===== src/logic/read_cycle_cfg.svh =====
// Purpose: named offsets, fields, reset values and limits of the read cycle sequencer
// Assumes: APB byte addresses, 32-bit aligned registers, 50 MHz clock
// Notes:   definitions only, no logic
`ifndef READ_CYCLE_CFG_SVH
`define READ_CYCLE_CFG_SVH

// ----------------------------------------------------------------
// register byte offsets
// ----------------------------------------------------------------
`define RC_REG_CTRL    8'h00
`define RC_REG_ITER    8'h04
`define RC_REG_LIMIT   8'h08
`define RC_REG_PAUSE   8'h0c
`define RC_REG_CAPS    8'h10
`define RC_REG_STATUS  8'h14
`define RC_REG_COUNT   8'h18

// ----------------------------------------------------------------
// control fields
// ----------------------------------------------------------------
`define RC_CTRL_MODE_LO 0
`define RC_CTRL_MODE_HI 1
`define RC_CTRL_RUN     2
`define RC_CTRL_IMMED   3
`define RC_CTRL_START   4
`define RC_CTRL_STOP    5

// mode codes held in the control register
`define RC_MODE_CONT   2'h0
`define RC_MODE_PRES   2'h1
`define RC_MODE_SS     2'h2

// ----------------------------------------------------------------
// millisecond settings: reset values and upper limits
// ----------------------------------------------------------------
`define RC_ITER_RESET   16'h002d
`define RC_ITER_MAX     16'h2710
`define RC_LIMIT_RESET  16'h01f4
`define RC_LIMIT_MAX    16'h2710
`define RC_PAUSE_RESET  16'h07d0
`define RC_PAUSE_MAX    16'hea60

// ----------------------------------------------------------------
// timing
// ----------------------------------------------------------------
`define RC_CLOCK_KHZ    50000
`define RC_MS_UNIT      1
`define RC_CLKS_PER_MS  (`RC_CLOCK_KHZ * `RC_MS_UNIT)

`endif


===== src/logic/read_cycle_pkg.sv =====
// Purpose: shared types of the read cycle sequencer
// Assumes: constants live in read_cycle_cfg.svh
// Notes:   state enum only
`default_nettype none

package read_cycle_pkg;

  // sequencer states
  typedef enum logic [2:0] {
    st_idle,
    st_capture,
    st_capwait,
    st_iter,
    st_hold,
    st_report,
    st_pause
  } state_type;

endpackage : read_cycle_pkg

`default_nettype wire


===== src/logic/ms_countdown.sv =====
// Purpose: millisecond countdown driven by a divided tick of the system clock
// Assumes: one clock, synchronous active-high reset
// Notes:   a length of zero expires on the cycle after the load
`timescale 1ns/10ps
`default_nettype none

module ms_countdown #(
  parameter int CLKS_PER_MS = 50000,
  parameter int W           = 16
) (
  input  wire logic         clock,
  input  wire logic         reset,
  input  wire logic         load,
  input  wire logic         cancel,
  input  wire logic [W-1:0] length,
  output logic              expired
);

  localparam int PW = (CLKS_PER_MS > 1) ? $clog2(CLKS_PER_MS) : 1;

  logic [PW-1:0] prescale;   // cycles inside the current millisecond
  logic [W-1:0]  remaining;  // whole milliseconds still to go
  logic          running;    // countdown in progress

  // one-cycle millisecond enable from the divider
  wire tick = running && (prescale == PW'(CLKS_PER_MS - 1));

  // ----------------------------------------------------------------
  // divider and countdown
  // ----------------------------------------------------------------
  // the divider restarts on each load so every wait is a full count
  always_ff @(posedge clock) begin
    if (reset || cancel) begin
      prescale  <= '0;
      remaining <= '0;
      running   <= 1'b0;
      expired   <= 1'b0;
    end else if (load) begin
      prescale  <= '0;
      remaining <= length;
      running   <= (length != '0);
      expired   <= (length == '0);
    end else if (tick) begin
      prescale  <= '0;
      remaining <= remaining - W'(1);
      if (remaining == W'(1)) begin
        running <= 1'b0;
        expired <= 1'b1;
      end
    end else if (running) begin
      prescale <= prescale + PW'(1);
    end
  end

endmodule : ms_countdown

`default_nettype wire


===== src/logic/read_cycle_sequencer.sv =====
// Purpose: read cycle sequencer for continuous, presentation and start/stop modes
// Assumes: capture and decode engines outside, APB register access, 50 MHz clock
// Notes:   all outputs registered; millisecond waits come from ms_countdown
//
// The placing of the registers and the APB register port were decided locally.
`timescale 1ns/10ps
`default_nettype none
`include "read_cycle_cfg.svh"

// Notes on behaviour
// - continuous mode acquires on run without trigger
// - continuous/presentation cycle ends only on good read
// - report first, then next cycle starts
// - first cycle starts automatically when job loaded
// - presentation waits pause after report before restart
// - pause 0..60000 ms, default 2000, presentation only
// - continuous restarts immediately, no inserted wait
// - capture list repeats without limit until found
// - delay between list passes 0..10000, default 45
// - decode instance limited 0..10000 ms, default 500
// - report sent immediately on good read
// - end emits result, outputs and controller data
// - start/stop cycle starts on trigger or command
// - start/stop keeps acquiring while cycle active; code stops capturing in st_hold after a good read, cycle_active stays high
// - start/stop sends data immediately or at stop
// - stop ends cycle; idle until next start
// - iteration delay and limit apply in start/stop
// - unqualified tools at stop terminated, reported failed
// - immediate send holds pass/end outputs until stop
module read_cycle_sequencer #(
  parameter int TOOLS       = 4,
  parameter int CAP_W       = 4,
  parameter int CLKS_PER_MS = `RC_CLKS_PER_MS
) (
  input  wire logic             clock,
  input  wire logic             reset,
  input  wire logic             psel,
  input  wire logic             penable,
  input  wire logic             pwrite,
  input  wire logic [7:0]       paddr,
  input  wire logic [31:0]      pwdata,
  output logic      [31:0]      prdata,
  output logic                  pready,
  output logic                  pslverr,
  input  wire logic             trigger,
  input  wire logic             capture_done,
  input  wire logic             decode_done,
  input  wire logic [TOOLS-1:0] tool_qualified,
  output logic                  capture_start,
  output logic      [CAP_W-1:0] capture_index,
  output logic                  decode_start,
  output logic                  decode_abort,
  output logic                  report_send,
  output logic                  cycle_end,
  output logic                  result_pass,
  output logic      [TOOLS-1:0] tool_failed,
  output logic                  cycle_active
);

  // ----------------------------------------------------------------
  // register bus
  // ----------------------------------------------------------------
  logic [1:0]       mode;          // operating mode code
  logic             run;           // job loaded and running
  logic             immed;         // start/stop: send data as decoded
  logic [15:0]      iter_delay;    // ms between capture list passes
  logic [15:0]      tool_limit;    // ms allowed per decode instance
  logic [15:0]      pause_time;    // ms presentation restart pause
  logic [CAP_W-1:0] last_capture;  // index of last capture in list
  logic [15:0]      cycle_count;   // completed read cycles

  // clamp a written millisecond value to its documented maximum
  function automatic logic [15:0] clamp_ms(input logic [31:0] value, input logic [15:0] limit);
    clamp_ms = (value > {16'h0000, limit}) ? limit : value[15:0];
  endfunction : clamp_ms

  // true for any address that holds a register
  function automatic logic is_mapped(input logic [7:0] addr);
    is_mapped = (addr == `RC_REG_CTRL) || (addr == `RC_REG_ITER) || (addr == `RC_REG_LIMIT) ||
                (addr == `RC_REG_PAUSE) || (addr == `RC_REG_CAPS) ||
                (addr == `RC_REG_STATUS) || (addr == `RC_REG_COUNT);
  endfunction : is_mapped

  // first access cycle gets one wait state; the write lands when pready is seen
  wire access   = psel && penable && !pready;
  wire wr_take  = psel && penable && pready && pwrite && is_mapped(paddr);
  wire wr_ctrl  = wr_take && (paddr == `RC_REG_CTRL);
  wire start_cmd = wr_ctrl && pwdata[`RC_CTRL_START];
  wire stop_cmd  = wr_ctrl && pwdata[`RC_CTRL_STOP];

  read_cycle_pkg::state_type state;
  read_cycle_pkg::state_type next_state;
  logic [TOOLS-1:0] qualified;     // tools qualified in this cycle
  logic             sent_early;    // data already sent this cycle
  logic             dec_busy;      // a decode instance is running

  wire all_qual = &qualified;
  wire [31:0] status_word = {16'h0000, 8'(TOOLS), 1'b0, 3'(state), 1'b0,
                             all_qual, result_pass, cycle_active};

  wire [31:0] rd_value =
    (paddr == `RC_REG_CTRL)   ? {26'h0000000, 1'b0, 1'b0, immed, run, mode} :
    (paddr == `RC_REG_ITER)   ? {16'h0000, iter_delay} :
    (paddr == `RC_REG_LIMIT)  ? {16'h0000, tool_limit} :
    (paddr == `RC_REG_PAUSE)  ? {16'h0000, pause_time} :
    (paddr == `RC_REG_CAPS)   ? 32'(last_capture) :
    (paddr == `RC_REG_STATUS) ? status_word :
    (paddr == `RC_REG_COUNT)  ? {16'h0000, cycle_count} : 32'h00000000;

  // bus answer: pready one cycle into the access phase, error on holes
  always_ff @(posedge clock) begin
    if (reset) begin
      pready  <= 1'b0;
      pslverr <= 1'b0;
      prdata  <= 32'h00000000;
    end else begin
      pready  <= access;
      pslverr <= access && !is_mapped(paddr);
      if (access && !pwrite) begin
        prdata <= rd_value;
      end
    end
  end

  // writable settings; start and stop bits are command pulses, never stored
  always_ff @(posedge clock) begin
    if (reset) begin
      mode         <= `RC_MODE_CONT;
      run          <= 1'b0;
      immed        <= 1'b0;
      iter_delay   <= `RC_ITER_RESET;
      tool_limit   <= `RC_LIMIT_RESET;
      pause_time   <= `RC_PAUSE_RESET;
      last_capture <= '0;
    end else if (wr_take) begin
      if (paddr == `RC_REG_CTRL) begin
        mode  <= pwdata[`RC_CTRL_MODE_HI:`RC_CTRL_MODE_LO];
        run   <= pwdata[`RC_CTRL_RUN];
        immed <= pwdata[`RC_CTRL_IMMED];
      end
      if (paddr == `RC_REG_ITER)  iter_delay <= clamp_ms(pwdata, `RC_ITER_MAX);
      if (paddr == `RC_REG_LIMIT) tool_limit <= clamp_ms(pwdata, `RC_LIMIT_MAX);
      if (paddr == `RC_REG_PAUSE) pause_time <= clamp_ms(pwdata, `RC_PAUSE_MAX);
      if (paddr == `RC_REG_CAPS)  last_capture <= pwdata[CAP_W-1:0];
    end
  end

  // ----------------------------------------------------------------
  // events and timers
  // ----------------------------------------------------------------
  logic trig_prev;                 // trigger one cycle ago
  wire  ss_mode   = (mode == `RC_MODE_SS);
  wire  pres_mode = (mode == `RC_MODE_PRES);
  wire  trig_rise = trigger && !trig_prev;
  wire  trig_fall = !trigger && trig_prev;
  wire  start_evt = ss_mode ? (trig_rise || start_cmd) : run;
  wire  stop_evt  = ss_mode && (trig_fall || stop_cmd);
  wire  in_cycle  = (state == read_cycle_pkg::st_capture) ||
                    (state == read_cycle_pkg::st_capwait) ||
                    (state == read_cycle_pkg::st_iter);
  wire  last_cap  = (capture_index == last_capture);
  wire  cap_taken = (state == read_cycle_pkg::st_capwait) && capture_done;

  // entering the report state from any other; new cycle entering capture from outside it
  wire  to_report = (next_state == read_cycle_pkg::st_report);
  wire  new_cycle = (next_state == read_cycle_pkg::st_capture) && !in_cycle;
  wire  wait_load = (next_state == read_cycle_pkg::st_iter || next_state == read_cycle_pkg::st_pause)
                    && state != next_state;
  wire [15:0] wait_len = (next_state == read_cycle_pkg::st_pause) ? pause_time : iter_delay;
  wire  wait_done;
  wire  limit_done;

  // one timer serves both the pass delay and the presentation pause
  ms_countdown #(.CLKS_PER_MS(CLKS_PER_MS), .W(16)) wait_timer (
    .clock   (clock),
    .reset   (reset),
    .load    (wait_load),
    .cancel  (1'b0),
    .length  (wait_len),
    .expired (wait_done)
  );

  // decode run-time limit, restarted for each decode instance
  ms_countdown #(.CLKS_PER_MS(CLKS_PER_MS), .W(16)) limit_timer (
    .clock   (clock),
    .reset   (reset),
    .load    (cap_taken),
    .cancel  (1'b0),
    .length  (tool_limit),
    .expired (limit_done)
  );

  // ----------------------------------------------------------------
  // sequencer
  // ----------------------------------------------------------------
  // good read wins over stop and over capture progress in the same cycle
  always_comb begin
    next_state = state;
    case (state)
      read_cycle_pkg::st_idle: begin
        if (start_evt) next_state = read_cycle_pkg::st_capture;
      end
      read_cycle_pkg::st_capture, read_cycle_pkg::st_capwait, read_cycle_pkg::st_iter: begin
        if (all_qual) begin
          next_state = ss_mode ? read_cycle_pkg::st_hold : read_cycle_pkg::st_report;
        end else if (stop_evt) begin
          next_state = read_cycle_pkg::st_report;
        end else if (state == read_cycle_pkg::st_capture) begin
          next_state = read_cycle_pkg::st_capwait;
        end else if (state == read_cycle_pkg::st_capwait) begin
          if (capture_done) begin
            next_state = last_cap ? read_cycle_pkg::st_iter
                                  : read_cycle_pkg::st_capture;
          end
        end else if (wait_done) begin
          next_state = read_cycle_pkg::st_capture;
        end
      end
      read_cycle_pkg::st_hold: begin
        if (stop_evt) next_state = read_cycle_pkg::st_report;
      end
      read_cycle_pkg::st_report: begin
        if (ss_mode)        next_state = read_cycle_pkg::st_idle;
        else if (pres_mode) next_state = read_cycle_pkg::st_pause;
        else                next_state = read_cycle_pkg::st_capture;
      end
      // a switch to start/stop during the pause parks in idle; only a start may begin a cycle
      read_cycle_pkg::st_pause: begin
        if (wait_done) next_state = ss_mode ? read_cycle_pkg::st_idle
                                            : read_cycle_pkg::st_capture;
      end
      default: next_state = read_cycle_pkg::st_idle;
    endcase
  end

  // state register and trigger history
  always_ff @(posedge clock) begin
    if (reset) begin
      state     <= read_cycle_pkg::st_idle;
      trig_prev <= 1'b0;
    end else begin
      state     <= next_state;
      trig_prev <= trigger;
    end
  end

  // qualification is sticky within a cycle; a qualify at cycle start is kept
  always_ff @(posedge clock) begin
    if (reset) begin
      qualified <= '0;
    end else if (new_cycle) begin
      qualified <= tool_qualified;
    end else if (in_cycle) begin
      qualified <= qualified | tool_qualified;
    end
  end

  // capture stepping: list index and one-cycle capture request
  always_ff @(posedge clock) begin
    if (reset) begin
      capture_index <= '0;
      capture_start <= 1'b0;
    end else begin
      capture_start <= (next_state == read_cycle_pkg::st_capture);
      if (new_cycle || (state == read_cycle_pkg::st_iter)) begin
        capture_index <= '0;
      end else if (cap_taken && !last_cap) begin
        capture_index <= capture_index + CAP_W'(1);
      end
    end
  end

  // decode instance launch, run-time limit and termination at cycle end
  always_ff @(posedge clock) begin
    if (reset) begin
      decode_start <= 1'b0;
      decode_abort <= 1'b0;
      dec_busy     <= 1'b0;
    end else begin
      decode_start <= cap_taken;
      decode_abort <= dec_busy && !decode_done && !cap_taken &&
                      (limit_done || to_report);
      if (cap_taken) begin
        dec_busy <= 1'b1;
      end else if (decode_done || limit_done || to_report) begin
        dec_busy <= 1'b0;
      end
    end
  end

  // report outputs; pass and end-of-cycle change only in the report state
  always_ff @(posedge clock) begin
    if (reset) begin
      report_send  <= 1'b0;
      cycle_end    <= 1'b0;
      result_pass  <= 1'b0;
      tool_failed  <= '0;
      sent_early   <= 1'b0;
      cycle_active <= 1'b0;
      cycle_count  <= 16'h0000;
    end else begin
      cycle_active <= (next_state != read_cycle_pkg::st_idle) &&
                      (next_state != read_cycle_pkg::st_pause);
      report_send  <= 1'b0;
      cycle_end    <= 1'b0;
      if (new_cycle) begin
        sent_early <= 1'b0;
      end
      if (next_state == read_cycle_pkg::st_hold && state != read_cycle_pkg::st_hold) begin
        report_send <= immed;
        sent_early  <= immed;
      end
      if (state == read_cycle_pkg::st_report) begin
        report_send <= !sent_early;
        cycle_end   <= 1'b1;
        result_pass <= all_qual;
        tool_failed <= ~qualified;
        cycle_count <= cycle_count + 16'h0001;
      end
    end
  end

  // ----------------------------------------------------------------
  // assertions
  // ----------------------------------------------------------------
  property p_cont_restart;
    @(posedge clock) disable iff (reset)
    (state == read_cycle_pkg::st_report && mode == `RC_MODE_CONT) |=> capture_start;
  endproperty
  a_cont_restart: assert property (p_cont_restart)
    else $error("continuous mode did not restart at once");

  property p_good_read_only;
    @(posedge clock) disable iff (reset)
    (state == read_cycle_pkg::st_report && !ss_mode) |-> all_qual;
  endproperty
  a_good_read_only: assert property (p_good_read_only)
    else $error("cycle ended without a good read");

  property p_pres_pause;
    @(posedge clock) disable iff (reset)
    (state == read_cycle_pkg::st_report && pres_mode && pause_time != 16'h0000)
      |=> (state == read_cycle_pkg::st_pause) && !capture_start [*2];
  endproperty
  a_pres_pause: assert property (p_pres_pause)
    else $error("presentation restart without pause");

  property p_first_cycle;
    @(posedge clock) disable iff (reset)
    (state == read_cycle_pkg::st_idle && run && !ss_mode) |=> capture_start;
  endproperty
  a_first_cycle: assert property (p_first_cycle)
    else $error("first cycle did not start on run");

  property p_ss_start;
    @(posedge clock) disable iff (reset)
    (state == read_cycle_pkg::st_idle && ss_mode && (trig_rise || start_cmd))
      |=> capture_start ##1 cycle_active;
  endproperty
  a_ss_start: assert property (p_ss_start)
    else $error("start/stop cycle missed its start");

  property p_back_to_back;
    @(posedge clock) disable iff (reset)
    (cap_taken && !last_cap && !all_qual && !stop_evt) |=> capture_start && decode_start;
  endproperty
  a_back_to_back: assert property (p_back_to_back)
    else $error("gap between captures in one pass");

  property p_iter_wait;
    @(posedge clock) disable iff (reset)
    (state == read_cycle_pkg::st_iter && !wait_done && !all_qual && !stop_evt) |=> !capture_start;
  endproperty
  a_iter_wait: assert property (p_iter_wait)
    else $error("next pass started before delay");

  property p_limit_abort;
    @(posedge clock) disable iff (reset)
    (dec_busy && limit_done && !decode_done && !cap_taken) |=> decode_abort && !dec_busy;
  endproperty
  a_limit_abort: assert property (p_limit_abort)
    else $error("decode not terminated at limit");

  property p_hold_outputs;
    @(posedge clock) disable iff (reset)
    (state == read_cycle_pkg::st_hold) |=> $stable(result_pass) && !cycle_end;
  endproperty
  a_hold_outputs: assert property (p_hold_outputs)
    else $error("pass or end output changed before stop");

  property p_ss_idle;
    @(posedge clock) disable iff (reset)
    (state == read_cycle_pkg::st_report && ss_mode)
      |=> (state == read_cycle_pkg::st_idle) && cycle_end && (tool_failed == ~$past(qualified));
  endproperty
  a_ss_idle: assert property (p_ss_idle)
    else $error("start/stop cycle did not end cleanly");

endmodule : read_cycle_sequencer

`default_nettype wire


===== config.mk =====
export PLATFORM = sky130hd
export DESIGN_NAME = read_cycle_sequencer
export DESIGN_NICKNAME = d
export VERILOG_FILES = /design/src/logic/read_cycle_pkg.sv /design/src/logic/ms_countdown.sv /design/src/logic/read_cycle_sequencer.sv
export VERILOG_INCLUDE_DIRS = /design/src /design/src/logic
export SDC_FILE = /design/constraint.sdc
export NUM_CORES = 1
export LEC_CHECK = 0
export ABC_AREA = 1
export BUFFER_PORTS_ARGS = -buffer_cell sky130_fd_sc_hd__buf_2
export CAP_MARGIN = 20
export CORE_ASPECT_RATIO = 1.5
export CORE_MARGIN = 3
export CORE_UTILIZATION = 59
export CTS_CLUSTER_SIZE = 20
export DETAILED_ROUTE_END_ITERATION = 6
export HOLD_SLACK_MARGIN = 0.03
export MAX_ROUTING_LAYER = met4
export PLACE_DENSITY = 0.9
export SYNTH_ARGS = -nofsm -noshare
export SYNTH_HDL_FRONTEND = slang
export SYNTH_SLANG_ARGS = --single-unit

===== constraint.sdc =====
create_clock -name clock -period 3.39 [get_ports clock]
set_clock_uncertainty 0.15 [all_clocks]
set_input_delay 0 -clock clock [delete_from_list [all_inputs] [get_ports clock]]
set_output_delay 0 -clock clock [all_outputs]
set_load 0.1 [all_outputs]

# Word level (Yosys, flattened, before mapping)
# Cells that the tools add are included.
[totals]
reg_bits = 199
output_inout_bits = 49
wordCells = 196
[classes]
addsub = 6
n_lt_le_gt_ge = 2
n_eq_ne = 27
n_mux = 51
bitwise = 2
n_reduce_logical = 75
[ops]
columns = ["cell", "count"]
rows = [
  ["$mux W16", 14],
  ["$add A16 B1 Y16 const B", 3],
  ["$mux W3", 11],
  ["$eq A16 B1 Y1 const B", 2],
  ["$eq A16 B16 Y1 const B", 2],
  ["$gt A32 B14 Y1 const B", 1],
  ["$gt A32 B16 Y1 const B", 1],
  ["$logic_not A16 Y1", 2],
  ["$reduce_bool A16 Y1", 2],
  ["$sub A16 B1 Y16 const B", 2],
  ["$eq A8 B5 Y1 const B", 3],
  ["$logic_and A1 B1 Y1", 24],
  ["$mux W1", 22],
  ["$eq A3 B3 Y1 const B", 6],
  ["$eq A8 B4 Y1 const B", 2],
  ["$logic_or A1 B1 Y1", 15],
  ["$pmux W3 S5", 1],
  ["$reduce_and A2 Y1", 7],
  ["$reduce_bool A2 Y1", 7],
  ["$logic_not A1 Y1", 10],
  ["$eq A3 B2 Y1 const B", 3],
  ["$reduce_or A3 Y1", 3],
  ["$eq A8 B3 Y1 const B", 1],
  ["$logic_not A8 Y1", 1],
  ["15 further kinds", 18],
]

# Depth between registers and ports, before layout
# Gate-level depths: netlist of the first run.
[logic_depth]
word_depth = 20
depth_mapped = 23
depth_no_buf = 22

# Hierarchy
# From an unflattened synthesis of the first run, not the netlist that was laid out.
[hier_totals]
hier_cells = 1486
hier_area_um2 = 10162.2
[by_module_without_submodules]
columns = ["mod", "instances", "cells_per_inst", "area_per_inst_um2", "seq_area_each_um2"]
rows = [
  ["read_cycle_sequencer", 1, 790, 5835.6, 2302.2],
  ["ms_countdown", 2, 348, 2163.3, 680.7],
]

# Least setup slack after synthesis of the first run
# Ideal clock, no wire load.
[synth_timing]
path_type = "register -> register"
start = "reg capture_index[0]"
end = "reg wait_timer.prescale[15]"
setup_time_ns = 0.066
arrival_time_ns = 2.811
required_ns = 3.174
path_slack_ns = 0.363
path_stages_with_launch = 19
path_buffers = 1
synth_period_minus_slack_ns = 3.027
cell_sequence = "dfxtp_1 > xnor2_1 > nand4_1 > nand2_2 > a21oi_1 > nor2_1 > nand2_2 > nand2_4 > inv_2 > nand2_1 > nand3_1 > a21oi_2 > nand2_1 > nand2_4 > inv_2 > nor3_4 > inv_2 > buf_4 > a21oi_2"
[synth_between]
elab_chain_len = 12
elab_cells_between_ends = 14
classes_between = "4 x eq/ne; 7 x mux; 3 x reduce/logical"
[synth_rtl]
columns = ["item", "line_no", "text"]
rows = [
  ["start: declaration", "read_cycle_sequencer.sv:50", "output logic [CAP_W-1:0] capture_index,"],
  ["start signal: assignment", "read_cycle_sequencer.sv:268", "capture_index <= capture_index + CAP_W'(1);"],
  ["$eq A4 B4 Y1 (*)", "read_cycle_sequencer.sv:161", "wire last_cap = (capture_index == last_capture);"],
  ["$mux W2 (*)", "read_cycle_sequencer.sv:212", "next_state = last_cap ? read_cycle_pkg::st_iter"],
  ["$mux W3 (*)", "read_cycle_sequencer.sv:211", "if (capture_done) begin"],
  ["$mux W3 (*)", "read_cycle_sequencer.sv:210", "end else if (state == read_cycle_pkg::st_capwait) begin"],
  ["$mux W3 (*)", "read_cycle_sequencer.sv:208", "end else if (state == read_cycle_pkg::st_capture) begin"],
  ["$mux W3 (*)", "read_cycle_sequencer.sv:206", "end else if (stop_evt) begin"],
  ["$mux W3 (*)", "read_cycle_sequencer.sv:204", "if (all_qual) begin"],
  ["$pmux W3 S5 (*)", "read_cycle_sequencer.sv:199", "case (state)"],
  ["$eq A3 B2 Y1 / $eq A3 B3 Y1 (equally long branches)", "read_cycle_sequencer.sv:167", "wire wait_load = (next_state == read_cycle_pkg::st_iter || next_state == read_cycle_pkg::st_pause)"],
  ["$logic_or A1 B1 Y1", "read_cycle_sequencer.sv:167", ""],
  ["$logic_and A1 B1 Y1 (*)", "read_cycle_sequencer.sv:168", "&& state != next_state;"],
  ["$reduce_or A3 Y1 (no source line) (*)", "n/a", ""],
  ["end signal: assignment", "ms_countdown.sv:51", "prescale <= prescale + PW'(1);"],
  ["end: declaration", "ms_countdown.sv:21", "logic [PW-1:0] prescale;"],
]
# Mark *: on every way between the ends. The rest lies on a longest branch, timed or not.
# A chain may end at the register's enable or synchronous reset.

# Worst setup path after layout of the first run
[layout_timing]
start = "reg state[1]"
end = "reg decode_abort"
[layout_between]
elab_chain_len = 9
elab_cells_between_ends = 24
classes_between = "7 x eq/ne; 10 x mux; 7 x reduce/logical"
[layout_rtl]
columns = ["item", "line_no", "text"]
rows = [
  ["start: declaration", "read_cycle_sequencer.sv:91", "read_cycle_pkg::state_type state;"],
  ["start signal: assignment", "read_cycle_sequencer.sv:239", "state <= read_cycle_pkg::st_idle;"],
  ["start signal: assignment", "read_cycle_sequencer.sv:242", "state <= next_state;"],
  ["$eq A3 B2 Y1, or another cell as far along", "read_cycle_sequencer.sv:162, read_cycle_sequencer.sv:199, read_cycle_sequencer.sv:210", ""],
  ["$mux W3", "read_cycle_sequencer.sv:210", ""],
  ["$mux W3", "read_cycle_sequencer.sv:208", ""],
  ["$mux W3", "read_cycle_sequencer.sv:206", ""],
  ["$mux W3", "read_cycle_sequencer.sv:204", ""],
  ["$pmux W3 S5", "read_cycle_sequencer.sv:199", ""],
  ["$eq A3 B3 Y1", "read_cycle_sequencer.sv:165", "wire to_report = (next_state == read_cycle_pkg::st_report);"],
  ["$logic_or A1 B1 Y1", "read_cycle_sequencer.sv:282", "(limit_done || to_report);"],
  ["$logic_and A1 B1 Y1 (*)", "read_cycle_sequencer.sv:281", "decode_abort <= dec_busy && !decode_done && !cap_taken &&"],
  ["end signal: assignment", "read_cycle_sequencer.sv:281", ""],
  ["end: declaration", "read_cycle_sequencer.sv:52", "output logic decode_abort,"],
]
# Marks and branches as above.

==> metrics, run 1 <==
crit path max-delay cell type=sky130_fd_sc_hd__dlygate4sd3_1; Critical Path RT=3.62 ns; CTS Root Buffer Type=sky130_fd_sc_hd__clkbuf_16; initial core utilization=60.31%; filler-free cell count of the finished design=1,666; Post-synth top flop=sky130_fd_sc_hd__dfxtp_1; core area=15,630 µm²; reported leakage power=0.004462 µW; maximum achievable frequency=327.5 MHz; Max Cap Viol=0; register clock-pin slew on the reported worst setup and hold paths=0.07 ns; max_slew headroom=38.18%; initial detailed-routing violation count=890; GR Util All Layers=34.29%; final wirelength=29.20 mm; portion of total power attributed to the clock network=45.2%; setup TNS=0 ns; ratio of final minimum period to clock period=90.08%; setup repair after global routing missed its margin=no; number of global-route vias before repair=9,518; Mapped Area=9423 µm²; worst hold-check path type=in -> reg; detailed placer's ending HPWL=20.75 mm; Post-CTS Setup Bufs=0; final hold slack=0.1024 ns; number of filler cells placed in the layout=1,258; horizontal extent of the die=109.2 µm; diode insertion count for antenna repair=0; outcome=finished clean; total net switching power=1094 µW; number of nets in the final layout=1,512; clock buffer count from CTS=17; share of synthesized area occupied by flip-flops and latches=38.88%; height of the die=160.8 µm; time the final worst path needs with I/O delays and setup=3.054 ns; Worst path top cell family by delay=buffers and inverters; number of buffers between clock root and the deepest sink=2; total via count in the routed design=9,996; cells traversed along the worst timing path=inv_2 > nor2_2 > nand3_2 > buf_4 > a21oi_1 > nor2_1 > nand2_1 > nand2_1 > inv_2 > nor2_1 > buf_4 > nor2_2 > nand2_1 > nand2_1 > nor3b_1 > dlygate4sd3_1; CTS tree=built; Cell variety after synth=52; critical-path maximum fanout=11; count of buffers inserted at the top-level ports=84; final weighted congestion of routability-driven global placement=0.9903; Antenna Violating Nets Remaining=0; critical setup path kind=reg -> reg; first-pass iteration count of the detailed router=7; internal cell power=3312 µW; longest individual stage delay on the worst path=0.56 ns; die footprint=17,550 µm²; number of flops mapped to enable cells by yosys=0; H-tree levels=4; kind of capture point of the worst setup path=register; critical path data arrival time=3.29 ns; Mapped Avg Cell Area=7.037 µm²; final slew viol count=0; Critical path buffers and inverters=5; post-route design area=10,940 µm²; Worst Setup Start Kind=register; number of warnings issued by yosys=0; transition time of the tightest slew-check pin=0.9157 ns; Area after DPL=9985 µm²; Async S/R FF share, synth=0%; number of placement rows=56; placed cell count=1,597; sequential share of power=48.8%; number of top-level pins=101; final worst setup slack=0.3362 ns; clk_lat worst skew=0.44 ns; routed length per instance=17.53 µm; pin count of the biggest net entering global routing=69; number of antenna violations at the first check in global routing=0; area growth from synthesis to layout=16.11%; flops & latches, synth=183; cell repeated most along the worst path=sky130_fd_sc_hd__nand2_1; VDD IR-drop max=0.2975 mV; fraction of final layout cells with drive strength greater than 1=12.71%; vias per cell=6.000; global-route wire length before repair=46.22 mm; Clock Sink Count=183; number of setup violations in the final report=0; final hold vios=0; switching fraction of total power=24.82%; total global routing overflow=0; post-detailed-route DRC marker count=0; cells after synthesis=1,339; Power per Cell Area=402.7 nW/µm²; combinational power share=6.0%; post-place setup slack=0.4228 ns
-- synth_stat cells (10+ instances only) --
cell / n / area, µm²
sky130_fd_sc_hd__o22ai_1: 14 / 87.58
sky130_fd_sc_hd__o221ai_1: 11 / 96.34
sky130_fd_sc_hd__nor3_1: 30 / 150.1
sky130_fd_sc_hd__inv_1: 153 / 574.3
sky130_fd_sc_hd__o21ai_0: 93 / 465.5
sky130_fd_sc_hd__nand4_1: 39 / 244.0
sky130_fd_sc_hd__clkbuf_1: 38 / 142.6
sky130_fd_sc_hd__nand3_1: 51 / 255.2
sky130_fd_sc_hd__a31oi_1: 17 / 106.4
sky130_fd_sc_hd__o211ai_1: 14 / 105.1
sky130_fd_sc_hd__inv_2: 12 / 45.04
sky130_fd_sc_hd__nor4_1: 15 / 93.84
sky130_fd_sc_hd__nand2_1: 243 / 912.1
sky130_fd_sc_hd__dfxtp_1: 183 / 3664
sky130_fd_sc_hd__ha_1: 10 / 125.1
sky130_fd_sc_hd__xor2_1: 27 / 236.5
sky130_fd_sc_hd__buf_4: 17 / 127.6
sky130_fd_sc_hd__nor2_1: 145 / 544.3
sky130_fd_sc_hd__a21oi_1: 116 / 580.6
sky130_fd_sc_hd__xnor2_1: 11 / 96.34
-- metal layers --
layer | vias up | share of wire [%] | global-route usage (%)
li1 | 4678 | - | -
met1 | 4582 | 36 | 37.06
met2 | 555 | 50 | 56.96
met3 | 181 | 7.1 | 6.353
met4 | 0 | 7.3 | 21.61
met5 | - | 0 | -
-- registers in the layout, summed over array words and instances, names as in the netlist, 3 cells and up --
| name | cells |
|---|---|
| pause_time | 16 |
| wait_timer.prescale | 16 |
| state | 3 |
| wait_timer.remaining | 16 |
| capture_index | 4 |
| prdata | 16 |
| iter_delay | 16 |
| limit_timer.remaining | 16 |
| tool_limit | 16 |
| cycle_count | 16 |
| limit_timer.prescale | 16 |
| last_capture | 4 |
| tool_failed | 4 |
| qualified | 4 |
-- final timing paths --
| path | from | endpoint | slack, ns | cells after the start |
|---|---|---|---|---|
| max | state[1] | decode_abort | 0.34 | 16 |
| min | pwdata[16] | pause_time[5] | 0.10 | 7 |
| max reg2reg | state[1] | decode_abort | 0.34 | 16 |
| min reg2reg | prdata[11] | prdata[11] | 0.31 | 2 |
-- layout make-up --
| cell class | instances | area, µm² | area share (%) |
|---|---|---|---|
| tap | 203 | 254.0 | 2.322 |
| timing repair buffer | 140 | 933.4 | 8.532 |
| multi-input combinational | 940 | 4878 | 44.59 |
| sequential | 183 | 3664 | 33.49 |
| clock inverter | 13 | 147.6 | 1.349 |
| inverter | 168 | 630.6 | 5.764 |
| clock buffer | 19 | 432.9 | 3.957 |
-- power by group through the flow --
stage | Sequential (µW) | Clock, µW | Combinational [µW]
2_1_floorplan | 2210 | 0 | 163
3_3_place_gp | 2200 | 0 | 224
3_5_place_dp | 2200 | 0 | 226
4_1_cts | 2150 | 1990 | 253
5_1_grt | 2150 | 2070 | 275
6_report | 2150 | 1990 | 262
-- what timing repair did --
action	in CTS	in global routing
hold buffers	37	0
setup endpoints to repair	0	8
hold endpoints to repair	73	0
gates resized for setup	0	2
-- through the flow --
stage	utilization (%)	total power [µW]
floorplan	-	2377
global placement	63.90	2425
detailed placement	63.90	2428
CTS	69.99	4393
global route	70.02	4500
finish	70.02	4406
-- worst register-to-register path: cells and delay by family, from the launching register on --
kind,cells,cell delay (ns)
AOI/OAI and AO/OA,1,0.17
buffers and inverters,5,1.13
DFF,1,0.47
and+or+nand+nor,10,1.09
-- cell usage in the layout (no fill, tap or decap), drive strengths merged, types with 17 or more instances in the layout --
cell type and count:
nor3 33, nand2 253, a31oi 17, nand3 52
dlygate4sd3 37, dfxtp 183, clkbuf 19, o21ai 105
inv 168, a21oi 123, nor2 150, nand4 41
buf 103, xor2 27
-- logic make-up (layout without fill, tap and decap cells) --
family	count (synthesis)	after routing	share of synthesized area, %
buffers and inverters	231	340	9.999
other	1	16	0.03980
AO/OA/AOI/OAI	314	314	19.36
adder cells (fa/ha/maj)	10	10	1.328
AND/OR/NAND/NOR	562	562	26.86
XOR/XNOR	38	38	3.532
flip-flops	183	183	38.88
No activity file was read; power rests on OpenSTA's default activity.
==> run 2, diff against run 1 <==
--- a/config.mk
+++ b/config.mk
@@ -8,15 +8,13 @@
 export LEC_CHECK = 0
 export ABC_AREA = 1
 export BUFFER_PORTS_ARGS = -buffer_cell sky130_fd_sc_hd__buf_2
-export CAP_MARGIN = 20
 export CORE_ASPECT_RATIO = 1.5
-export CORE_MARGIN = 3
-export CORE_UTILIZATION = 59
+export CORE_UTILIZATION = 31
 export CTS_CLUSTER_SIZE = 20
 export DETAILED_ROUTE_END_ITERATION = 6
 export HOLD_SLACK_MARGIN = 0.03
 export MAX_ROUTING_LAYER = met4
-export PLACE_DENSITY = 0.9
+export PLACE_DENSITY = 0.58
 export SYNTH_ARGS = -nofsm -noshare
 export SYNTH_HDL_FRONTEND = slang
 export SYNTH_SLANG_ARGS = --single-unit
==> run 2 against run 1 <==
Against the previous run: combinational power hardly changed; wire length increased by 1.6%; via count down 5.8%; sequential power about the same; sequential cell count unchanged; worst hold slack improved by 0.066 ns; count of clock-buffer cells in the layout up 1; utilization is 32 points lower; critical endpoint is now pause_time[9].
==> metrics, run 2 (synthesized netlist as in run 1, its figures left out) <==
number of antenna violations at the first check in global routing=0 (unchanged); number of buffers between clock root and the deepest sink=2 (unchanged); max_slew headroom=29.49% (-8.7 points); GR Util All Layers=20.51% (-14 points); Power per Cell Area=398.6 nW/µm² (-1.0%); setup repair after global routing missed its margin=no; register clock-pin slew on the reported worst setup and hold paths=0.07 ns (about the same); first-pass iteration count of the detailed router=5 (-2); Worst Setup Start Kind=input pin; pin count of the biggest net entering global routing=69 (unchanged); number of global-route vias before repair=9,073 (-4.7%); CTS tree=built; time the final worst path needs with I/O delays and setup=3.112 ns (+0.05777 ns); post-detailed-route DRC marker count=0 (unchanged); critical-path maximum fanout=5 (-6); H-tree levels=4 (unchanged); number of top-level pins=101 (unchanged); post-route design area=11,270 µm² (+3.0%); total via count in the routed design=9,419 (-5.8%); fraction of final layout cells with drive strength greater than 1=12.79% (+0.076 points); reported leakage power=0.004518 µW (+1.3%); most frequent cells in the layout=243 x sky130_fd_sc_hd__nand2_1, 181 x sky130_fd_sc_hd__dfxtp_1, 153 x sky130_fd_sc_hd__inv_1; Post-CTS Setup Bufs=0 (unchanged); vias per cell=5.050 (-16%); total global routing overflow=0 (unchanged); area growth from synthesis to layout=19.60%; initial detailed-routing violation count=562 (-37%); core area=29,670 µm² (+90%); commonest non-fill, non-tap cell in the layout=sky130_fd_sc_hd__nand2_1; transition time of the tightest slew-check pin=1.044 ns (+0.1287 ns); ratio of final minimum period to clock period=91.79% (+1.7 points); Critical Path RT=3.58 ns (-0.04 ns); number of nets in the final layout=1,520 (+0.53%); setup TNS=0 ns (unchanged); count of buffers inserted at the top-level ports=84 (unchanged); clk_lat worst skew=0.46 ns (+0.02 ns); VDD IR-drop max=0.3833 mV (+29%); Clock Sink Count=183 (unchanged); diode insertion count for antenna repair=0 (unchanged); critical path data arrival time=3.30 ns (about the same); global-route wire length before repair=47.51 mm (+2.8%); critical setup path kind=in -> reg; die footprint=31,110 µm² (+77%); initial core utilization=31.75% (-29 points); routed length per instance=15.91 µm (-9.2%); Area after DPL=10,250 µm² (+2.6%); Antenna Violating Nets Remaining=0 (unchanged); outcome=finished clean; final wirelength=29.68 mm (+1.6%); final slew viol count=0 (unchanged); final weighted congestion of routability-driven global placement=0.9377 (-5.3%); portion of total power attributed to the clock network=46.2% (+1.0 points); number of setup violations in the final report=0 (unchanged); total net switching power=1095 µW (+0.16%); detailed placer's ending HPWL=22.26 mm (+7.3%); internal cell power=3397 µW (+2.6%); kind of capture point of the worst setup path=register; clock buffer count from CTS=17 (unchanged); worst hold-check path type=in -> reg; CTS Root Buffer Type=sky130_fd_sc_hd__clkbuf_16; height of the die=215.5 µm (+34%); switching fraction of total power=24.38% (-0.44 points); number of placement rows=77 (+38%); combinational power share=5.9% (about the same); final hold vios=0 (unchanged); Max Cap Viol=0 (unchanged); maximum achievable frequency=321.4 MHz (-1.9%); sequential share of power=47.9% (-0.9 points); horizontal extent of the die=144.4 µm (+32%)
[run 2: cell count changes in the layout (fill, tap and decap cells not counted)]
| cell | previous run | this run |
|---|---|---|
| sky130_fd_sc_hd__dlygate4sd3_1 | 37 | 42 |
| sky130_fd_sc_hd__buf_4 | 19 | 22 |
| sky130_fd_sc_hd__clkinvlp_4 | 5 | 2 |
| sky130_fd_sc_hd__clkinv_4 | 1 | 3 |
| sky130_fd_sc_hd__dfxtp_1 | 183 | 181 |
| sky130_fd_sc_hd__dfxtp_2 | 0 | 2 |
| sky130_fd_sc_hd__inv_8 | 2 | 0 |
| sky130_fd_sc_hd__nor2_1 | 143 | 145 |
| sky130_fd_sc_hd__nor2_2 | 5 | 3 |
| sky130_fd_sc_hd__bufinv_16 | 2 | 3 |
| sky130_fd_sc_hd__clkbuf_8 | 0 | 1 |
| sky130_fd_sc_hd__inv_2 | 12 | 11 |
| sky130_fd_sc_hd__inv_4 | 0 | 1 |
[run 2: layout make-up]
class	instances	area (µm²)
well taps	395	494.2
repair buffers	148	1006
inverters	168	633.1
clock buffers	20	446.7
multi-input cells	940	4873
fillers	3140	18400
clock inverters	11	150.1
flip-flops and latches	183	3666
[run 2: per-layer routing]
| layer | GRT usage [%] | up-vias | wire, µm |
|---|---|---|---|
| met5 | - | - | 0 |
| met4 | 11.82 | 0 | 1432 |
| met3 | 3.018 | 76 | 1088 |
| met2 | 35.88 | 257 | 15190 |
| met1 | 21.56 | 4380 | 11970 |
| li1 | - | 4706 | - |
[run 2: worst max-delay path: stages]
cell                            delay (ns)
sky130_fd_sc_hd__dlygate4sd3_1        0.53
sky130_fd_sc_hd__buf_2                0.17
sky130_fd_sc_hd__nor4_1               0.54
sky130_fd_sc_hd__inv_1                0.09
sky130_fd_sc_hd__nor4_1               0.23
sky130_fd_sc_hd__dlygate4sd3_1        0.58
sky130_fd_sc_hd__a31oi_1              0.11
sky130_fd_sc_hd__nor2_1               0.15
sky130_fd_sc_hd__inv_1                0.12
sky130_fd_sc_hd__o22ai_1              0.13
sky130_fd_sc_hd__nand2_1              0.06
sky130_fd_sc_hd__dlygate4sd3_1        0.58
[run 2: worst paths after layout]
kind | start | endpoint | slack, ns | cells past startpoint
setup reg to reg | state[1] | decode_abort | 0.28 | 15
hold reg to reg | prdata[6] | prdata[6] | 0.31 | 2
hold / removal | paddr[1] | pslverr | 0.17 | 7
setup / recovery | pwdata[0] | pause_time[9] | 0.28 | 12
[run 2: timing repair]
action	in CTS	in global routing
hold buffers	42	0
gates resized for setup	0	4
endpoints found under the hold margin	70	0
endpoints found under the setup margin	0	3
[run 2: stage by stage]
stage,utilization [%],instances,hold WS [ns],setup slack [ns],power [µW]
floorplan,-,1354,-0.01936,0.3635,2377
global placement,34.53,1792,0.08868,0.2179,2437
detailed placement,34.53,1792,0.1044,0.2326,2438
CTS,37.96,1865,0.1498,0.2288,4530
global route,37.98,1865,0.2054,0.04444,4623
finish,37.98,1865,0.1685,0.2784,4493
[run 2: power groups by stage]
| stage | clock network (µW) | registers (µW) | logic (µW) |
|---|---|---|---|
| detailed placement | 0 | 2200 | 236 |
| CTS | 2110 | 2150 | 265 |
| global placement | 0 | 2200 | 236 |
| finish | 2080 | 2150 | 265 |
| global route | 2190 | 2150 | 283 |
| floorplan | 0 | 2210 | 163 |
==> run 3, diff against run 2 <==
--- a/config.mk
+++ b/config.mk
@@ -6,7 +6,6 @@
 export SDC_FILE = /design/constraint.sdc
 export NUM_CORES = 1
 export LEC_CHECK = 0
-export ABC_AREA = 1
 export BUFFER_PORTS_ARGS = -buffer_cell sky130_fd_sc_hd__buf_2
 export CORE_ASPECT_RATIO = 1.5
 export CORE_UTILIZATION = 31
==> run 3 against run 2 <==
Against the previous run: final area fell by 3.7%; worst hold slack worse by 0.11 ns; total power grew 2.5%; cell count is 15% lower; utilization hardly changed; global-route usage decreased by 2.0 points; critical path type unchanged; largest cell class unchanged.
==> metrics, run 3 <==
share of the synthesized area in the top cell type=40.62% (+1.7 points); Async S/R FF share, synth=0% (unchanged); number of global-route vias before repair=7,793 (-14%); post-detailed-route DRC marker count=0 (unchanged); setup repair after global routing missed its margin=no; number of nets in the final layout=1,241 (-18%); Clock Sink Count=183 (unchanged); critical path data arrival time=3.30 ns (about the same); worst hold-check path type=in -> reg; final weighted congestion of routability-driven global placement=0.8673 (-7.5%); ratio of final minimum period to clock period=89.99% (-1.8 points); Power per Cell Area=424.3 nW/µm² (+6.4%); fraction of final layout cells with drive strength greater than 1=15.60% (+2.8 points); number of antenna violations at the first check in global routing=0 (unchanged); post-layout util=37.94% (-0.044 points); VDD IR-drop max=0.2673 mV (-30%); critical setup path kind=in -> reg; Mapped Avg Cell Area=8.430 µm² (+20%); die footprint=29,800 µm² (-4.2%); critical-path maximum fanout=11 (+6); most numerous cell in the Yosys netlist=sky130_fd_sc_hd__dfxtp_1; number of placement rows=76 (-1.3%); final wirelength=25.89 mm (-13%); routed length per instance=16.37 µm (+2.8%); register clock-pin slew on the reported worst setup and hold paths=0.07 ns (about the same); time the final worst path needs with I/O delays and setup=3.051 ns (-0.06092 ns); placed cell count=1,511 (-16%); diode insertion count for antenna repair=0 (unchanged); area growth from synthesis to layout=20.38%; Cell variety after synth=70 (+35%); Synth area leaders=sky130_fd_sc_hd__dfxtp_1 41%, sky130_fd_sc_hd__nor2_1 7.2%, sky130_fd_sc_hd__xor2_1 3.6%; vias per cell=5.055 (about the same); share of synthesized area occupied by flip-flops and latches=40.62% (+1.7 points); Mapped Area=9020 µm² (-4.3%); flops & latches, synth=183 (unchanged); core area=28,620 µm² (-3.5%); total via count in the routed design=7,997 (-15%); cells after synthesis=1,070 (-20%); count of buffers inserted at the top-level ports=84 (unchanged); number of flops mapped to enable cells by yosys=0 (unchanged); number of buffers between clock root and the deepest sink=2 (unchanged); Antenna Violating Nets Remaining=0 (unchanged); most numerous cell types in the synthesized netlist=183 x sky130_fd_sc_hd__dfxtp_1, 172 x sky130_fd_sc_hd__nor2_1, 85 x sky130_fd_sc_hd__nand2_1, 52 x sky130_fd_sc_hd__a21oi_1, 46 x sky130_fd_sc_hd__clkbuf_1; leading area contributor after synthesis=sky130_fd_sc_hd__dfxtp_1; commonest non-fill, non-tap cell in the layout=sky130_fd_sc_hd__dfxtp_1; H-tree levels=4 (unchanged); GR Util All Layers=18.48% (-2.0 points); maximum achievable frequency=327.8 MHz (+2.0%); global-route wire length before repair=41.44 mm (-13%); horizontal extent of the die=141.3 µm (-2.1%); final hold vios=0 (unchanged); kind of capture point of the worst setup path=register; filler-free cell count of the finished design=1,582 (-15%); pin count of the biggest net entering global routing=85 (+23%); Area after DPL=9828 µm² (-4.1%); max_slew headroom=48.49% (+19 points); Critical Path RT=3.64 ns (+0.06 ns); CTS tree=built; outcome=finished clean; number of setup violations in the final report=0 (unchanged); first-pass iteration count of the detailed router=5 (unchanged); transition time of the tightest slew-check pin=0.7727 ns (-0.2718 ns); Worst Setup Start Kind=input pin; post-route design area=10,860 µm² (-3.7%); CTS Root Buffer Type=sky130_fd_sc_hd__clkbuf_16; number of top-level pins=101 (unchanged); setup TNS=0 ns (unchanged); most frequent cells in the layout=181 x sky130_fd_sc_hd__dfxtp_1, 172 x sky130_fd_sc_hd__nor2_1, 85 x sky130_fd_sc_hd__nand2_1; number of warnings issued by yosys=0 (unchanged); clk_lat worst skew=0.45 ns (about the same); clock buffer count from CTS=17 (unchanged); final slew viol count=0 (unchanged); detailed placer's ending HPWL=19.25 mm (-14%); reported leakage power=0.004047 µW (-10%); initial core utilization=31.51% (-0.24 points); total global routing overflow=0 (unchanged); initial detailed-routing violation count=479 (-15%); height of the die=210.9 µm (-2.1%); Max Cap Viol=0 (unchanged); Post-synth top flop=sky130_fd_sc_hd__dfxtp_1
run 3: changes by cell type after synthesis, moves of 21 or more:
| cell | delta |
|---|---|
| sky130_fd_sc_hd__o21ai_0 | -61 |
| sky130_fd_sc_hd__inv_1 | -125 |
| sky130_fd_sc_hd__nand2_1 | -158 |
| sky130_fd_sc_hd__mux2i_1 | +21 |
| sky130_fd_sc_hd__nor2_1 | +27 |
| sky130_fd_sc_hd__nand3_1 | -27 |
| sky130_fd_sc_hd__xnor2_1 | +25 |
| sky130_fd_sc_hd__a21oi_1 | -64 |
| sky130_fd_sc_hd__nand4_1 | -23 |
run 3: kinds of logic after synthesis:
kind of cell    count (synthesis)  synth area share (%)
compound gates                204                 15.92
xor+xnor                       73                 7.088
fa+ha+maj                      11                 1.498
buf+inv                       101                 5.230
flops                         183                 40.62
mux                            33                 3.829
other cells                     1               0.04157
simple gates                  464                 25.77
run 3: worst paths after layout:
check	slack, ns	end	startpoint	cells after the start
setup / recovery	0.34	tool_limit[5]	pwdata[23]	12
hold / removal	0.06	state[2]	paddr[4]	5
setup reg to reg	0.50	wait_timer.running	mode[0]	10
hold reg to reg	0.30	prdata[2]	prdata[2]	2
run 3: repair_timing:
item / in CTS / in global routing
resized for setup: 0 / 2
hold endpoints to repair: 96 / 0
hold buffers: 39 / 0
buffers inserted: 0 / 0
endpoints found under the setup margin: 0 / 34
run 3: per-stage QoR:
step                      hold slack, ns  power [µW]  setup slack, ns
final                            0.06243        4607           0.3394
after global routing             0.06865        4762           0.1966
after CTS                        0.03942        4650          0.05791
after detailed placement          0.1292        2494          0.08669
after global placement            0.1123        2493           0.1447
after floorplan                 -0.02182        2427          0.01375
run 3: routing by layer:
metal | global-route usage, % | up-vias | share of wire (%)
li1 | - | 3986 | -
met1 | 19.19 | 3805 | 39
met2 | 34.07 | 156 | 55
met3 | 2.720 | 50 | 3.6
met4 | 8.433 | 0 | 3.0
met5 | - | - | 0
run 3: layout make-up:
class | count | area, µm²
well taps | 390 | 488.0
inverters | 28 | 105.1
clock inverters | 14 | 191.4
fillers | 2941 | 17760
multi-input cells | 801 | 4955
flip-flops and latches | 183 | 3666
clock buffers | 18 | 439.2
repair buffers | 148 | 1013
run 3: critical path, stage by stage:
cell and delay, ns:
sky130_fd_sc_hd__dlygate4sd3_1 0.54, sky130_fd_sc_hd__buf_2 0.12, sky130_fd_sc_hd__nor4_1 0.24, sky130_fd_sc_hd__dlygate4sd3_1 0.58
sky130_fd_sc_hd__nand4_1 0.16, sky130_fd_sc_hd__or2_2 0.33, sky130_fd_sc_hd__or3b_2 0.54, sky130_fd_sc_hd__nor2_1 0.23
sky130_fd_sc_hd__buf_4 0.22, sky130_fd_sc_hd__nand2_1 0.09, sky130_fd_sc_hd__nor2_1 0.13, sky130_fd_sc_hd__a211o_1 0.10
run 3: report_power, final:
part           switching (µW)  leakage, µW  internal [µW]
clock network             929     0.000295           1200
registers                5.24      0.00148           2160
logic                     238      0.00228           79.1
total                    1170      0.00405           3440
